==> src/core/adcseq_defs.vh <==
// Constants for the converter sequence controller and status block.
// Assumes inclusion by bare name from the core design file.
`ifndef ADCSEQ_DEFS_VH
`define ADCSEQ_DEFS_VH
// ****************************************
// Register word indices (byte address divided by four)
// ****************************************
`define ADCSEQ_IDX_CTL2 8'h62
`define ADCSEQ_IDX_CTL3 8'h63
`define ADCSEQ_IDX_TIM 8'h64
`define ADCSEQ_IDX_SEQ 8'h65
`define ADCSEQ_IDX_STAT0 8'h66
`define ADCSEQ_IDX_STAT1 8'h67
`define ADCSEQ_IDX_RES0 8'h70
`define ADCSEQ_ADR_W 10
// ****************************************
// Field positions
// ****************************************
`define ADCSEQ_CTL2_FAST_FLAG_CLEAR 0
`define ADCSEQ_CTL2_TEST 1
`define ADCSEQ_CTL3_ONE 3
`define ADCSEQ_SEQ_EIGHT 6
`define ADCSEQ_SEQ_CONT 5
`define ADCSEQ_SEQ_SWEEP 4
`define ADCSEQ_SEQ_SPEC 3
`define ADCSEQ_STAT0_SCF 7
// ****************************************
// Values
// ****************************************
`define ADCSEQ_RST8 8'h00
`define ADCSEQ_RST10 10'h000
`define ADCSEQ_CNT0 3'h0
`define ADCSEQ_LAST1 3'h0
`define ADCSEQ_LAST4 3'h3
`define ADCSEQ_LAST8 3'h7
`define ADCSEQ_CH_ONE 3'h1
`define ADCSEQ_SPEC_HI 3'h4
`define ADCSEQ_SPEC_LO 3'h5
`define ADCSEQ_SPEC_MID 3'h6
`define ADCSEQ_SPEC_TOP 3'h7
`define ADCSEQ_SEL_RSV 4'hF
`define ADCSEQ_SEL_SPEC 4'h8
`endif

==> src/core/adcseq_core.v <==
// Sequence controller, status flags and result file of an on-chip converter.
// Assumes a classic Wishbone master on clk and an analog core with start/done handshake.
// Operation
// - Single mode samples the chosen channel only
// - Sweep starts at code, then increments
// - Channel code wraps from seven to zero
// - Special mode converts internal channels
// - Special codes select high, low, midpoint
// - Reference conversions give FF, 00, 7F
// - Normal code n selects input n
// - Sweep: result k holds channel start plus k
// - No sweep: one, four or eight same-channel conversions
// - One-bit gives a single conversion unless eight set
// - Sequence done flag set per sequence
// - Done flag cleared by write or fast-mode result read
// - Counter points at result, resets per sequence
// - Conversion flag n set with result n
// - Slow clear needs status read first
// - Fast clear on own result read
// - Status read-only except test mode
// - Control write clears all flags
// - Length coding four, one, eight
// - Control write aborts and restarts sequence
// - Continuous mode repeats, else idles
`timescale 1ns/10ps
`default_nettype none
`include "adcseq_defs.vh"
module adcseq_core
(
  // Clock and reset
  input wire clk,
  input wire rst_n,
  // Wishbone slave
  input wire wb_cyc_i,
  input wire wb_stb_i,
  input wire wb_we_i,
  input wire [`ADCSEQ_ADR_W-1:0] wb_adr_i,
  input wire [3:0] wb_sel_i,
  input wire [31:0] wb_dat_i,
  output reg [31:0] wb_dat_o,
  output reg wb_ack_o,
  // Analog core
  output reg conv_start_o,
  output reg [3:0] conv_sel_o,
  input wire conv_done_i,
  input wire [9:0] conv_data_i,
  // Status
  output wire busy_o
);
  localparam ST_IDLE = 2'b00;
  localparam ST_START = 2'b01;
  localparam ST_WAIT = 2'b10;

  reg [1:0] state_q;
  reg [7:0] ctl2_q;
  reg [7:0] ctl3_q;
  reg [7:0] tim_q;
  reg [7:0] seq_q;
  reg seq_done_q;
  reg [7:0] ccf_q;
  reg [7:0] armed_q;
  reg [2:0] cnt_q;
  reg [2:0] pos_q;
  reg [2:0] ch_q;
  reg [9:0] res_q [0:7];
  reg done_s1_q;
  reg done_s2_q;
  reg done_s3_q;
  reg [9:0] data_s1_q;
  reg [9:0] data_s2_q;

  wire acc = wb_cyc_i & wb_stb_i & ~wb_ack_o;
  wire [7:0] idx = wb_adr_i[`ADCSEQ_ADR_W-1:2];
  wire wr = acc & wb_we_i & wb_sel_i[0];
  wire rd = acc & ~wb_we_i;
  wire fast = ctl2_q[`ADCSEQ_CTL2_FAST_FLAG_CLEAR];
  wire test = ctl2_q[`ADCSEQ_CTL2_TEST];
  wire sweep = seq_q[`ADCSEQ_SEQ_SWEEP];
  wire spec = seq_q[`ADCSEQ_SEQ_SPEC];
  wire [2:0] code = seq_q[2:0];
  wire ctl_wr = wr & ((idx == `ADCSEQ_IDX_TIM) | (idx == `ADCSEQ_IDX_SEQ));
  wire res_hit = (idx[7:3] == `ADCSEQ_IDX_RES0 >> 3);
  wire [2:0] res_n = idx[2:0];
  wire res_rd = rd & res_hit;
  wire stat1_rd = rd & (idx == `ADCSEQ_IDX_STAT1);
  wire conv_end = done_s2_q & ~done_s3_q;
  wire st0_wr = wr & test & (idx == `ADCSEQ_IDX_STAT0);
  wire st1_wr = wr & test & (idx == `ADCSEQ_IDX_STAT1);
  reg [2:0] last_pos;
  reg [2:0] chan;
  reg [7:0] rdata;
  reg [7:0] ccf_d;
  reg [7:0] armed_d;
  reg seq_done_d;
  integer i;

  assign busy_o = (state_q != ST_IDLE);

  // ****************************************
  // Sequence length and channel choice
  // ****************************************
  always @*
  begin
    if (seq_q[`ADCSEQ_SEQ_EIGHT])
      last_pos = `ADCSEQ_LAST8;
    else if (ctl3_q[`ADCSEQ_CTL3_ONE])
      last_pos = `ADCSEQ_LAST1;
    else
      last_pos = `ADCSEQ_LAST4;
    if (sweep)
      chan = ch_q;
    else
      chan = code;
  end

  // ****************************************
  // Register read mux
  // ****************************************
  always @*
  begin
    rdata = `ADCSEQ_RST8;
    if (res_hit)
      rdata = res_q[res_n][7:0];
    else
    begin
      case (idx)
        `ADCSEQ_IDX_CTL2: rdata = ctl2_q;
        `ADCSEQ_IDX_CTL3: rdata = ctl3_q;
        `ADCSEQ_IDX_TIM: rdata = tim_q;
        `ADCSEQ_IDX_SEQ: rdata = seq_q;
        `ADCSEQ_IDX_STAT0: rdata = {seq_done_q, 4'h0, cnt_q};
        `ADCSEQ_IDX_STAT1: rdata = ccf_q;
        default: rdata = `ADCSEQ_RST8;
      endcase
    end
  end

  // ****************************************
  // Flag next values
  // ****************************************
  always @*
  begin
    ccf_d = ccf_q;
    armed_d = armed_q;
    seq_done_d = seq_done_q;
    if (stat1_rd)
      armed_d = ccf_q;
    if (res_rd)
    begin
      if (fast)
      begin
        ccf_d[res_n] = 1'b0;
        seq_done_d = 1'b0;
      end
      else if (armed_q[res_n])
      begin
        ccf_d[res_n] = 1'b0;
        armed_d[res_n] = 1'b0;
      end
    end
    if (st1_wr)
      ccf_d = wb_dat_i[7:0];
    if (st0_wr)
      seq_done_d = wb_dat_i[`ADCSEQ_STAT0_SCF];
    if (state_q == ST_WAIT && conv_end)
    begin
      ccf_d[cnt_q] = 1'b1;
      if (pos_q == last_pos)
        seq_done_d = 1'b1;
    end
    if (ctl_wr)
    begin
      ccf_d = `ADCSEQ_RST8;
      armed_d = `ADCSEQ_RST8;
      seq_done_d = 1'b0;
    end
  end

  // ****************************************
  // Bus, control registers and sequencer
  // ****************************************
  always @(posedge clk)
  begin
    if (!rst_n)
    begin
      wb_ack_o <= 1'b0;
      wb_dat_o <= 32'h00000000;
      ctl2_q <= `ADCSEQ_RST8;
      ctl3_q <= `ADCSEQ_RST8;
      tim_q <= `ADCSEQ_RST8;
      seq_q <= `ADCSEQ_RST8;
      seq_done_q <= 1'b0;
      ccf_q <= `ADCSEQ_RST8;
      armed_q <= `ADCSEQ_RST8;
      cnt_q <= `ADCSEQ_CNT0;
      pos_q <= `ADCSEQ_CNT0;
      ch_q <= `ADCSEQ_CNT0;
      state_q <= ST_IDLE;
      conv_start_o <= 1'b0;
      conv_sel_o <= `ADCSEQ_SEL_RSV;
      done_s1_q <= 1'b0;
      done_s2_q <= 1'b0;
      done_s3_q <= 1'b0;
      data_s1_q <= `ADCSEQ_RST10;
      data_s2_q <= `ADCSEQ_RST10;
      for (i = 0; i < 8; i = i + 1)
        res_q[i] <= `ADCSEQ_RST10;
    end
    else
    begin
      done_s1_q <= conv_done_i;
      done_s2_q <= done_s1_q;
      done_s3_q <= done_s2_q;
      data_s1_q <= conv_data_i;
      data_s2_q <= data_s1_q;
      wb_ack_o <= acc;
      if (rd)
        wb_dat_o <= {24'h000000, rdata};
      ccf_q <= ccf_d;
      armed_q <= armed_d;
      seq_done_q <= seq_done_d;
      conv_start_o <= 1'b0;
      if (wr)
      begin
        case (idx)
          `ADCSEQ_IDX_CTL2: ctl2_q <= wb_dat_i[7:0];
          `ADCSEQ_IDX_CTL3: ctl3_q <= wb_dat_i[7:0];
          `ADCSEQ_IDX_TIM: tim_q <= wb_dat_i[7:0];
          `ADCSEQ_IDX_SEQ: seq_q <= wb_dat_i[7:0];
          default: ;
        endcase
      end
      if (st0_wr)
        cnt_q <= wb_dat_i[2:0];
      if (ctl_wr)
      begin
        state_q <= ST_START;
        cnt_q <= `ADCSEQ_CNT0;
        pos_q <= `ADCSEQ_CNT0;
        ch_q <= (idx == `ADCSEQ_IDX_SEQ) ? wb_dat_i[2:0] : code;
      end
      else
      begin
        case (state_q)
          ST_IDLE:
            state_q <= ST_IDLE;
          ST_START:
          begin
            conv_start_o <= 1'b1;
            if (spec)
            begin
              if (chan[2] && chan != `ADCSEQ_SPEC_TOP)
                conv_sel_o <= {1'b1, chan};
              else
                conv_sel_o <= `ADCSEQ_SEL_RSV;
            end
            else
              conv_sel_o <= {1'b0, chan};
            state_q <= ST_WAIT;
          end
          ST_WAIT:
          begin
            if (conv_end)
            begin
              res_q[cnt_q] <= data_s2_q;
              cnt_q <= cnt_q + `ADCSEQ_CH_ONE;
              ch_q <= ch_q + `ADCSEQ_CH_ONE;
              if (pos_q == last_pos)
              begin
                pos_q <= `ADCSEQ_CNT0;
                cnt_q <= `ADCSEQ_CNT0;
                ch_q <= code;
                state_q <= seq_q[`ADCSEQ_SEQ_CONT] ? ST_START : ST_IDLE;
              end
              else
              begin
                pos_q <= pos_q + `ADCSEQ_CH_ONE;
                state_q <= ST_START;
              end
            end
          end
          default:
            state_q <= ST_IDLE;
        endcase
      end
    end
  end
endmodule // adcseq_core
`default_nettype wire

==> config.mk <==
export PLATFORM = sky130hd
export DESIGN_NAME = adcseq_core
export DESIGN_NICKNAME = d
export VERILOG_FILES = /design/src/core/adcseq_core.v
export VERILOG_INCLUDE_DIRS = /design/src /design/src/core
export SDC_FILE = /design/constraint.sdc
export NUM_CORES = 1
export LEC_CHECK = 0
export BUFFER_PORTS_ARGS = -buffer_cell sky130_fd_sc_hd__buf_2
export CAP_MARGIN = 20
export CORE_ASPECT_RATIO = 0.9
export CORE_UTILIZATION = 40
export CTS_CLUSTER_DIAMETER = 40
export DETAILED_ROUTE_END_ITERATION = 12
export GPL_TIMING_DRIVEN = 0
export HOLD_SLACK_MARGIN = 0.06
export PLACE_DENSITY_LB_ADDON = 0.1
export SLEW_MARGIN = 25
export SYNTH_ARGS = -nofsm -noshare
export SYNTH_HDL_FRONTEND = slang
export SYNTH_SLANG_ARGS = --single-unit
==> constraint.sdc <==
create_clock -name clk -period 4.3 [get_ports clk]
set_clock_uncertainty 0.05 [all_clocks]
set_input_delay 0.86 -clock clk [delete_from_list [all_inputs] [get_ports clk]]
set_output_delay 0.86 -clock clk [all_outputs]
set_load 0.03 [all_outputs]
# == Yosys cells after proc, flatten, opt, wreduce, memory -nomap -nowiden ==
# Memory sizes are Yosys's and may differ from the RTL's.
# Index checks and enable logic that the tools add are counted.
# totals
regBits,97
ramBits,80
input_bits,62
out_inout_bits,39
word_cells,132
memories,1
# memory_table
name,words,width,rd,rd_ports_with_merged_regs,wr,line,text
res_q,8,10,1,0,8,adcseq_core.v:65,reg [9:0] res_q [0:7];
# classes
n_addsub,3
order_cmp,4
n_eq_ne,13
mux,52
n_bitwise,22
reduce_logical,16
# op_table
operator,count
8-bit 2-to-1 mux,10
"8-bit by 7-bit equality test with 1-bit output, second input constant",6
8-bit case mux with 6 select lines,1
3-bit 2-to-1 mux,14
1-bit 2-to-1 mux,19
8-bit bitwise AND,2
2-bit AND reduction,7
1-bit bitwise AND,12
10-bit 2-to-1 mux,1
10-bit OR reduction,1
"3-bit by 1-bit adder with 3-bit output, second input constant",3
"3-bit by 4-bit less-than comparator with 1-bit output, second input constant",2
8-bit NOT,1
8-bit bitwise OR,1
1-bit demux with 3-bit select,2
"3-bit by 1-bit >= comparator with 1-bit output, second input constant",2
"3-bit != test, second input constant",2
2-bit nonzero test,3
"5-bit by 4-bit equality test with 1-bit output, second input constant",1
1-bit NOT,5
1-bit logical AND,4
2-bit 2-to-1 mux,2
4-bit 2-to-1 mux,1
2-bit case mux with 2 select lines,1
other kinds (7),7

# == Longest topological paths before layout ==
# Gate-level depths: netlist of run 1.
# logic_depth
depth_word,12
ltp_mapped,8
depth_no_buf,7

# == Worst setup path after synthesis of run 1 ==
# Ideal clock, no wire load.
# synth_path
path_kind,input-to-reg
from,in wb_adr_i[4]
to,mem res_q[7][0] (enable)
setup_ps,384
arrival_time_ps,2284
t_required_ps,3866
setup_slack_ps,1582
stages,6
n_path_buf,3
path_cell_list,clkbuf_1 -> nand2b_1 -> clkbuf_1 -> o21ai_1 -> buf_2 -> o21ai_0
# synth_rtl
item,line,text
from (decl),adcseq_core.v:37,"input wire [`ADCSEQ_ADR_W-1:0] wb_adr_i,"
to (decl),adcseq_core.v:65,

==> qor.yml, run 1 <==
antenna_found_initial: 0
power-per-cell-area_nw_per_um2: 385.3
clkSinkCount: 157
drc: 0
cts_hold_buf: 0
synth_seq_cells: 157
ys_types: 66
final_cell_mix: "dfxtp_1, and2_1, edfxtp_1"
crit_start: "wb_adr_i[7]"
num_rows: 47
tightest_slew_ps: 930.1
vias: 6040
fin_crit_sh_pct: 73.62
initial_utilization_pct: 40.74
yosysTopAreaCellShare_pct: 25.71
mostFrequentLayoutCell: "dfxtp_1"
ir_drop_v: 0.0002384
gp_congestion: 0.9200
grt_setup_unrepaired: "false"
htreeDepth: 4
worst-path-max-fanout: 9
port-buffer-count: 44
fmax_ghz: 0.3159
tns_ps: 0
ant_nets: 0
hpwl_mm: 16.83
slew_headroom_pct: 37.52
drt_iter0_drc: 603
grt_max_degree: 19
drive_gt1_share_pct: 18.18
async_reset_ff_share_pct: 0
core_um2: 18350
yosysTopAreaCell: "edfxtp_1"
clk_pin_slew_ps: 70
fp.dieH_um: 131.7
grt_pass1_vias: 5659
yosysWarnings: 0
cap_violations: 0
slew_viol_final: 0
endpoint_kind: "flop"
grt-ovfl-total: 0
track_usage_pct: 24.67
cp.required_ps: 4320
ys_top_cells_by_area: "edfxtp_1, dfxtp_1, and2_1, mux2i_1, nand2_1"
finalSetupViolCount: 0
min_period_ps: 3166
clk_path_buf_depth: 2
syn_to_final_growth_pct: 16.52
status: "completed"
post_cts_buffers: 0
worstSetupPathType: "primary input to flop"
reg2reg_from: "state_q[0]"
ios: 101
via_per_inst: 5.645
insertion_delay_ps: 430
numCtsBuffers: 17
fp.dieArea_um2: 19240
final_hold_viol_count: 0
synth_edf_count: 64
antenna_cells: 0
synth_flop_cell: "dfxtp_1"
die_w_um: 146.1
synth_area_um2: 7475
yosysSeqAreaShare_pct: 50.62
fillers: 1751
netlist_instances: 724
arrival_ps: 3190
avgSynthCellArea_um2: 10.32
cts-resized-gates: 0
layout.nets: 880
cts-root-buf: "clkbuf_16"
cts_tree: "yes"
worstHoldPathType: "flop to flop"
grt_pass1_wl_mm: 35.05
wirelength_mm: 23.04
drt_first_pass_iters: 5
start_kind: "primary input"
wl_per_cell_um: 21.53
hp-start: "data_s1_q[5]"
p_leak_nw: 3.428
finalPower_mw: 3.355
logic make-up after synthesis:
family	after synthesis	synth area share [%]
AO/OA/AOI/OAI	152	13.96
XOR/XNOR	2	0.2344
adder cells (fa/ha/maj)	6	1.004
buffers and inverters	80	5.624
flip-flops	157	50.62
multiplexers	55	9.039
other	1	0.05017
AND/OR/NAND/NOR	271	19.47
metrics by stage:
stage	setup WS (ps)	hold slack [ps]	cells	utilization, %	area, µm²
floorplan	1582	361.9	747	-	7561
global placement	692.6	366.7	1036	44.08	8088
detailed placement	712.0	368.4	1038	44.24	8118
CTS	1168	385.2	1070	47.47	8710
global route	1050	394.1	1070	47.47	8710
finish	1134	385.4	1070	47.47	8710
registers in the layout (all words and copies together) (netlist names), 3 cells and up:
| signal | cells |
|---|---|
| ch_q | 3 |
| seq_q | 8 |
| data_s1_q | 8 |
| wb_dat_o | 8 |
| res_q | 64 |
| cnt_q | 3 |
| ccf_q | 8 |
| conv_sel_o | 4 |
| data_s2_q | 8 |
| tim_q | 8 |
| ctl3_q | 8 |
| pos_q | 3 |
| armed_q | 8 |
| ctl2_q | 8 |
cell usage after synthesis, types with 3 or more instances:
cell type / count
nand3_1: 30
mux4_2: 6
a22o_1: 10
and3_1: 29
and2_1: 69
buf_4: 26
nand2b_1: 9
o2bb2ai_1: 5
mux2_2: 11
buf_2: 18
a211oi_1: 8
nor3_1: 8
a31oi_1: 10
ha_1: 6
a221oi_1: 6
edfxtp_1: 64
dfxtp_1: 93
a22oi_1: 10
a211o_1: 4
mux2i_1: 35
a32o_1: 3
o21ai_0: 17
a21oi_1: 46
inv_1: 12
a2bb2oi_1: 4
nor2_1: 35
nor2b_1: 9
nor3b_1: 4
clkbuf_1: 22
nand2_1: 62
o211ai_1: 8
critical path, cell delays in order:
cell,delay (ps)
buf_2,100
and4bb_2,260
and4_1,180
buf_2,190
a21oi_2,440
and3_1,240
clkbuf_1,370
nand2b_1,530
cell type report:
cell class | instances | area (µm²) | area share, %
flip-flops and latches | 157 | 3784 | 43.44
well taps | 245 | 306.5 | 3.520
inverters | 12 | 45.04 | 0.5172
clock buffers | 17 | 425.4 | 4.884
repair buffers | 46 | 235.2 | 2.701
clock inverters | 15 | 166.4 | 1.911
plain buffers | 68 | 375.4 | 4.310
multi-input cells | 510 | 3372 | 38.72
power breakdown:
part	total, mW	switching [mW]	internal (mW)
Clock	1.53	0.742	0.786
Sequential	1.59	0.0178	1.58
Combinational	0.234	0.162	0.0720
Total	3.36	0.922	2.43
worst paths after layout:
check | depth (start not counted) | to | slack [ps]
setup / recovery | 8 | res_q[2][6] | 1130
hold / removal | 1 | data_s2_q[5] | 390
setup reg to reg | 8 | res_q[2][6] | 1320
hold reg to reg | 1 | data_s2_q[5] | 390
layer usage:
layer	wire length [µm]	global-route usage, %
met1	10680	36.43
met2	9781	34.93
met3	2132	6.354
met4	447	7.813
met5	0	0
Power figures use the tool's default switching activity.
==> run 2: changes to the inputs <==
- ABC_AREA: default -> 1
- clock period: 4.3 -> 2.7 ns (I/O delays scaled with it)
==> run 2 against run 1 <==
Compared with the run above:
- register-to-register slack worse by 980 ps
- global-route usage fell by 1.6 points
- combinational power is 70% higher
- highest routed layer unchanged
- sequential power is 58% higher
- cell count is 31% higher
- flip-flop and latch count did not move
- sequential share of layout area down 1.7 points
==> qor.yml, run 2 <==
status: "completed"
start_kind: "flop"
drc: 0
ir_drop_v: 0.0004070
stdcell_count: 1405
register_area_um2: 3784
synth_edf_count: 64
via_per_inst: 4.839
hpwl_mm: 16.32
antenna_cells: 0
core_um2: 19220
async_reset_ff_share_pct: 0
worstSetupPathType: "flop to flop"
track_usage_pct: 23.03
fp.dieArea_um2: 20260
dp.cells: 1373
post_cts_buffers: 0
ys_types: 36
antenna_found_initial: 0
cts-root-buf: "clkbuf_16"
die_w_um: 149.9
clkSinkCount: 157
netlist_instances: 1057
syn_to_final_growth_pct: 15.15
synth_seq_cells: 157
yosysTopAreaCellShare_pct: 24.39
post-route-util_pct: 47.21
gp_congestion: 0.8481
grt_pass1_wl_mm: 34.72
layout.nets: 1210
clk_pin_slew_ps: 70
grt_max_degree: 17
yosysTopAreaCell: "edfxtp_1"
vias: 6799
clk_path_buf_depth: 2
final_hold_viol_count: 0
slew_viol_final: 0
fillers: 2018
grt_pass1_vias: 6430
mostFrequentLayoutCell: "nand2_1"
wl_per_cell_um: 15.74
p_leak_nw: 4.074
finalInstanceArea_um2: 9072
ios: 101
drt_first_pass_iters: 5
final_cell_mix: "nand2_1, nor2_1, inv_1"
synth_area_um2: 7879
cts_tree: "yes"
wirelength_mm: 22.12
fmax_ghz: 0.4239
cp.required_ps: 2730
num_rows: 48
htreeDepth: 4
post-synth-top-count-cell: "nand2_1"
fp.dieH_um: 135.1
cap_violations: 0
ys_top_cells_by_area: "edfxtp_1, dfxtp_1, nand2_1, nor2_1, inv_1"
placed_area_um2: 8493
slew_headroom_pct: 54.22
numCtsBuffers: 17
grt-ovfl-total: 0
min_period_ps: 2359
finalSetupViolCount: 0
endpoint_kind: "flop"
port-buffer-count: 43
max_stage_delay_ps: 410
fin_crit_sh_pct: 87.38
avgSynthCellArea_um2: 7.454
top_register: "res_q"
insertion_delay_ps: 430
grt_setup_unrepaired: "false"
hold_ws_ps: 237.8
ant_nets: 0
finalPower_mw: 5.308
largest_reg_flops: 64
multiInputGateArea_um2: 3327
initial_utilization_pct: 41.00
synth_flop_cell: "dfxtp_1"
worst-path-max-fanout: 10
yosysSeqAreaShare_pct: 48.02
power-per-cell-area_nw_per_um2: 585.1
worstHoldPathType: "primary input to flop"
yosysWarnings: 0
drt_iter0_drc: 486
arrival_ps: 2390
crit_path_frequent_cell: "nand2_1"
worst_path_max_delay_cell: "nand2_1"
worstPathCellList: "inv_1 -> ha_1 -> nand2_2 -> inv_2 -> nand2_1 -> nor2_1 -> nand2_1 -> nand2_1"
synthTopCellsByCount: "nand2_1, nor2_1, inv_1"
tightest_slew_ps: 686.7
drive_gt1_share_pct: 13.51
==> run 2: kinds of logic (layout without fill, tap and decap cells) <==
logic type / Yosys count / after routing / synth area share [%]
XOR/XNOR: 4 / 4 / 0.4447
adder cells (fa/ha/maj): 6 / 6 / 0.9528
flip-flops: 157 / 157 / 48.02
other: 1 / 24 / 0.04760
AND/OR/NAND/NOR: 560 / 560 / 30.03
AO/OA/AOI/OAI: 139 / 139 / 9.624
buffers and inverters: 190 / 265 / 10.88
==> run 2: worst max-delay path, delay by kind of cell (launching register included) <==
kind	cells	cell delay, ps
AND/OR/NAND/NOR	5	1160
flip-flops	1	330
buffers and inverters	2	260
adder cells (fa/ha/maj)	1	220
==> run 2: repair_timing <==
item	4_1_cts	5_1_grt
gates resized for setup	0	1
endpoints found under the setup margin	0	8
hold buffers	0	0
==> run 2: final timing paths <==
check,from,endpoint,slack (ps),cells after the start
max,state_q[0],res_q[4][1],340,8
min,conv_data_i[5],data_s1_q[5],240,3
max reg2reg,state_q[0],res_q[4][1],340,8
min reg2reg,data_s1_q[3],data_s2_q[3],360,2
==> run 2: final cells by class <==
type                    count  share of cell area [%]
flip-flops and latches    157                   41.70
multi-input cells         733                   36.67
inverters                 133                   5.503
clock buffers              21                   5.199
plain buffers              57                   3.944
well taps                 250                   3.448
repair buffers             43                   2.372
clock inverters            11                   1.158
==> run 2: power breakdown <==
group	switching [mW]	internal, mW	leakage [nW]	total (mW)
logic	0.294	0.104	2.38	0.397
registers	0.0123	2.51	1.41	2.52
clock network	1.03	1.36	0.282	2.39
==> run 2: per-stage QoR <==
stage                     setup WS (ps)  TNS, ps
after global placement           -35.43   -279.4
final                             340.8        0
after detailed placement         -17.22   -134.8
after floorplan                   681.9        0
after CTS                         243.6        0
after global routing              97.41        0
==> run 2: per-layer routing <==
| layer | vias up | routed length [µm] | global-route usage (%) |
|---|---|---|---|
| met2 | 195 | 9598 | 35.26 |
| li1 | 3469 | - | - |
| met1 | 3112 | 10910 | 33.60 |
| met5 | - | 0 | 0 |
| met3 | 23 | 1349 | 4.242 |
| met4 | 0 | 261 | 5.219 |
==> run 3: changes to the inputs <==
- CELL_PAD_IN_SITES_DETAIL_PLACEMENT: default -> 0
- CELL_PAD_IN_SITES_GLOBAL_PLACEMENT: default -> 1
- clock period: 2.7 -> 2.8 ns (I/O delays scaled with it)
==> run 3 against run 2 <==
Compared with the run above:
- cell area decreased by 0.11%
- cell count about the same
- highest routed layer unchanged
- sequential share of layout area about the same
- clock power decreased by 4%
- global-route usage increased by 0.57 points
==> qor.yml, run 3 (synthesis gave the netlist of run 2 again) <==
worst_path_max_delay_cell: "nand2_1"
post-route-util_pct: 47.15
dp.cells: 1373
post_cts_buffers: 0
ios: 101
worstPathCellList: "inv_1 -> ha_1 -> nand2_2 -> inv_2 -> nand2_1 -> nor2_1 -> nand2_1 -> nand2_1"
r2r_cells: 8
ir_drop_v: 0.0003547
grt_max_degree: 17
placed_area_um2: 8493
hp-start: "conv_data_i[3]"
register_area_um2: 3784
reg2reg_from: "state_q[0]"
intPower_mw: 3.783
r2r_end: "res_q[5][3]"
holdPathEnd: "data_s1_q[3]"
final_cell_mix: "nand2_1, nor2_1, inv_1"
arrival_ps: 2540
mostFrequentLayoutCell: "nand2_1"
antenna_found_initial: 0
insertion_delay_ps: 430
crit_start: "state_q[0]"
start_kind: "flop"
cts_hold_buf: 0
tightest_slew_ps: 751.0
worstSetupPathType: "flop to flop"
track_usage_pct: 23.60
grt_pass1_wl_mm: 35.10
hold_ws_ps: 255.2
cp.depth: 8
max_stage_delay_ps: 410
ant_nets: 0
clkSinkCount: 157
wirelength_mm: 22.39
drt_first_pass_iters: 5
stdcell_count: 1404
setup_slack_ps: 298.7
drc: 0
die_w_um: 149.9
clk_path_buf_depth: 2
crit_path_frequent_cell: "nand2_1"
endpoint_kind: "flop"
numCtsBuffers: 17
finalSetupViolCount: 0
htreeDepth: 4
vias: 6726
syn_to_final_growth_pct: 15.02
pre_cts_slack_ps: 55.13
tns_ps: 0
clk_pin_slew_ps: 70
worstHoldPathType: "primary input to flop"
fp.dieArea_um2: 20260
cap_violations: 0
fin_crit_sh_pct: 89.33
cp_num_buf_inv: 2
drt_iter0_drc: 468
core_um2: 19220
worst-path-max-fanout: 10
antenna_cells: 0
p_sw_mw: 1.321
power-per-cell-area_nw_per_um2: 563.2
fmax_ghz: 0.3998
swShare_pct: 25.88
num_rows: 48
layout.nets: 1210
top_register: "res_q"
cts_tree: "yes"
initial_utilization_pct: 41.00
cts-root-buf: "clkbuf_16"
finalPower_mw: 5.104
final_hold_viol_count: 0
grt_setup_unrepaired: "false"
hold_depth: 3
drive_gt1_share_pct: 13.60
grt_pass1_vias: 6306
finalInstanceArea_um2: 9062
hpwl_mm: 16.76
status: "completed"
via_per_inst: 4.791
port-buffer-count: 43
p_comb_share_pct: 7.5
largest_reg_flops: 64
grt-ovfl-total: 0
slew_viol_final: 0
rrSetupSlack_ps: 300
slew_headroom_pct: 49.94
cp.required_ps: 2840
min_period_ps: 2501
fillers: 2067
wl_per_cell_um: 15.95
fp.dieH_um: 135.1
p_leak_nw: 4.074
cp_top_family: "simple AND/OR/NAND/NOR gates"
power.share.sequential_pct: 47.6
multiInputGateArea_um2: 3324
pwr-share-clk_pct: 44.9
cts-resized-gates: 0
gp_congestion: 0.8388
-- run 3: changes by cell type in the layout (fill, tap and decap cells not counted) --
cell / before / now
nand2_2: 9 / 8
clkinv_4: 2 / 3
clkbuf_16: 18 / 17
clkinv_1: 5 / 4
clkbuf_1: 14 / 12
inv_8: 0 / 2
inv_4: 1 / 2
nand2_1: 308 / 309
inv_6: 4 / 3
-- run 3: per-layer routing --
layer  GRT usage [%]  part of all wire [%]  wire length (µm)  vias to the layer above
li1                -                     -                 -                     3474
met1           34.76                    50             11130                     3045
met2           34.67                    42              9445                      188
met3           5.219                   7.0              1560                       19
met4           6.173                   1.1               255                        0
met5               0                     0                 0                        -
-- run 3: worst max path at each step --
stage / end / slack (ps)
after floorplan: res_q[1][0] / 760
after CTS: res_q[5][3] / 250
after detailed placement: res_q[5][3] / 60
after global placement: res_q[5][3] / 70
after global routing: res_q[5][2] / 60
final: res_q[5][3] / 300
-- run 3: tightest hold or removal path, cell delays in order --
cell and delay (ps):
buf_2 70, nand2_1 40, inv_1 40
-- run 3: area by class of cell --
type	instances	area share, %
buffer	57	3.949
clock buffer	18	4.846
clock inverter	13	1.436
inverter	133	5.509
multi-input combinational	733	36.68
sequential	157	41.75
tap	250	3.452
timing repair buffer	43	2.375
-- run 3: power by group through the flow --
stage / sequential [mW] / combinational (mW) / clock, mW
3_5_place_dp: 2.48 / 0.383 / 0
6_report: 2.43 / 0.384 / 2.29
4_1_cts: 2.43 / 0.385 / 2.33
3_3_place_gp: 2.48 / 0.383 / 0
2_1_floorplan: 2.48 / 0.256 / 0
5_1_grt: 2.43 / 0.426 / 2.42
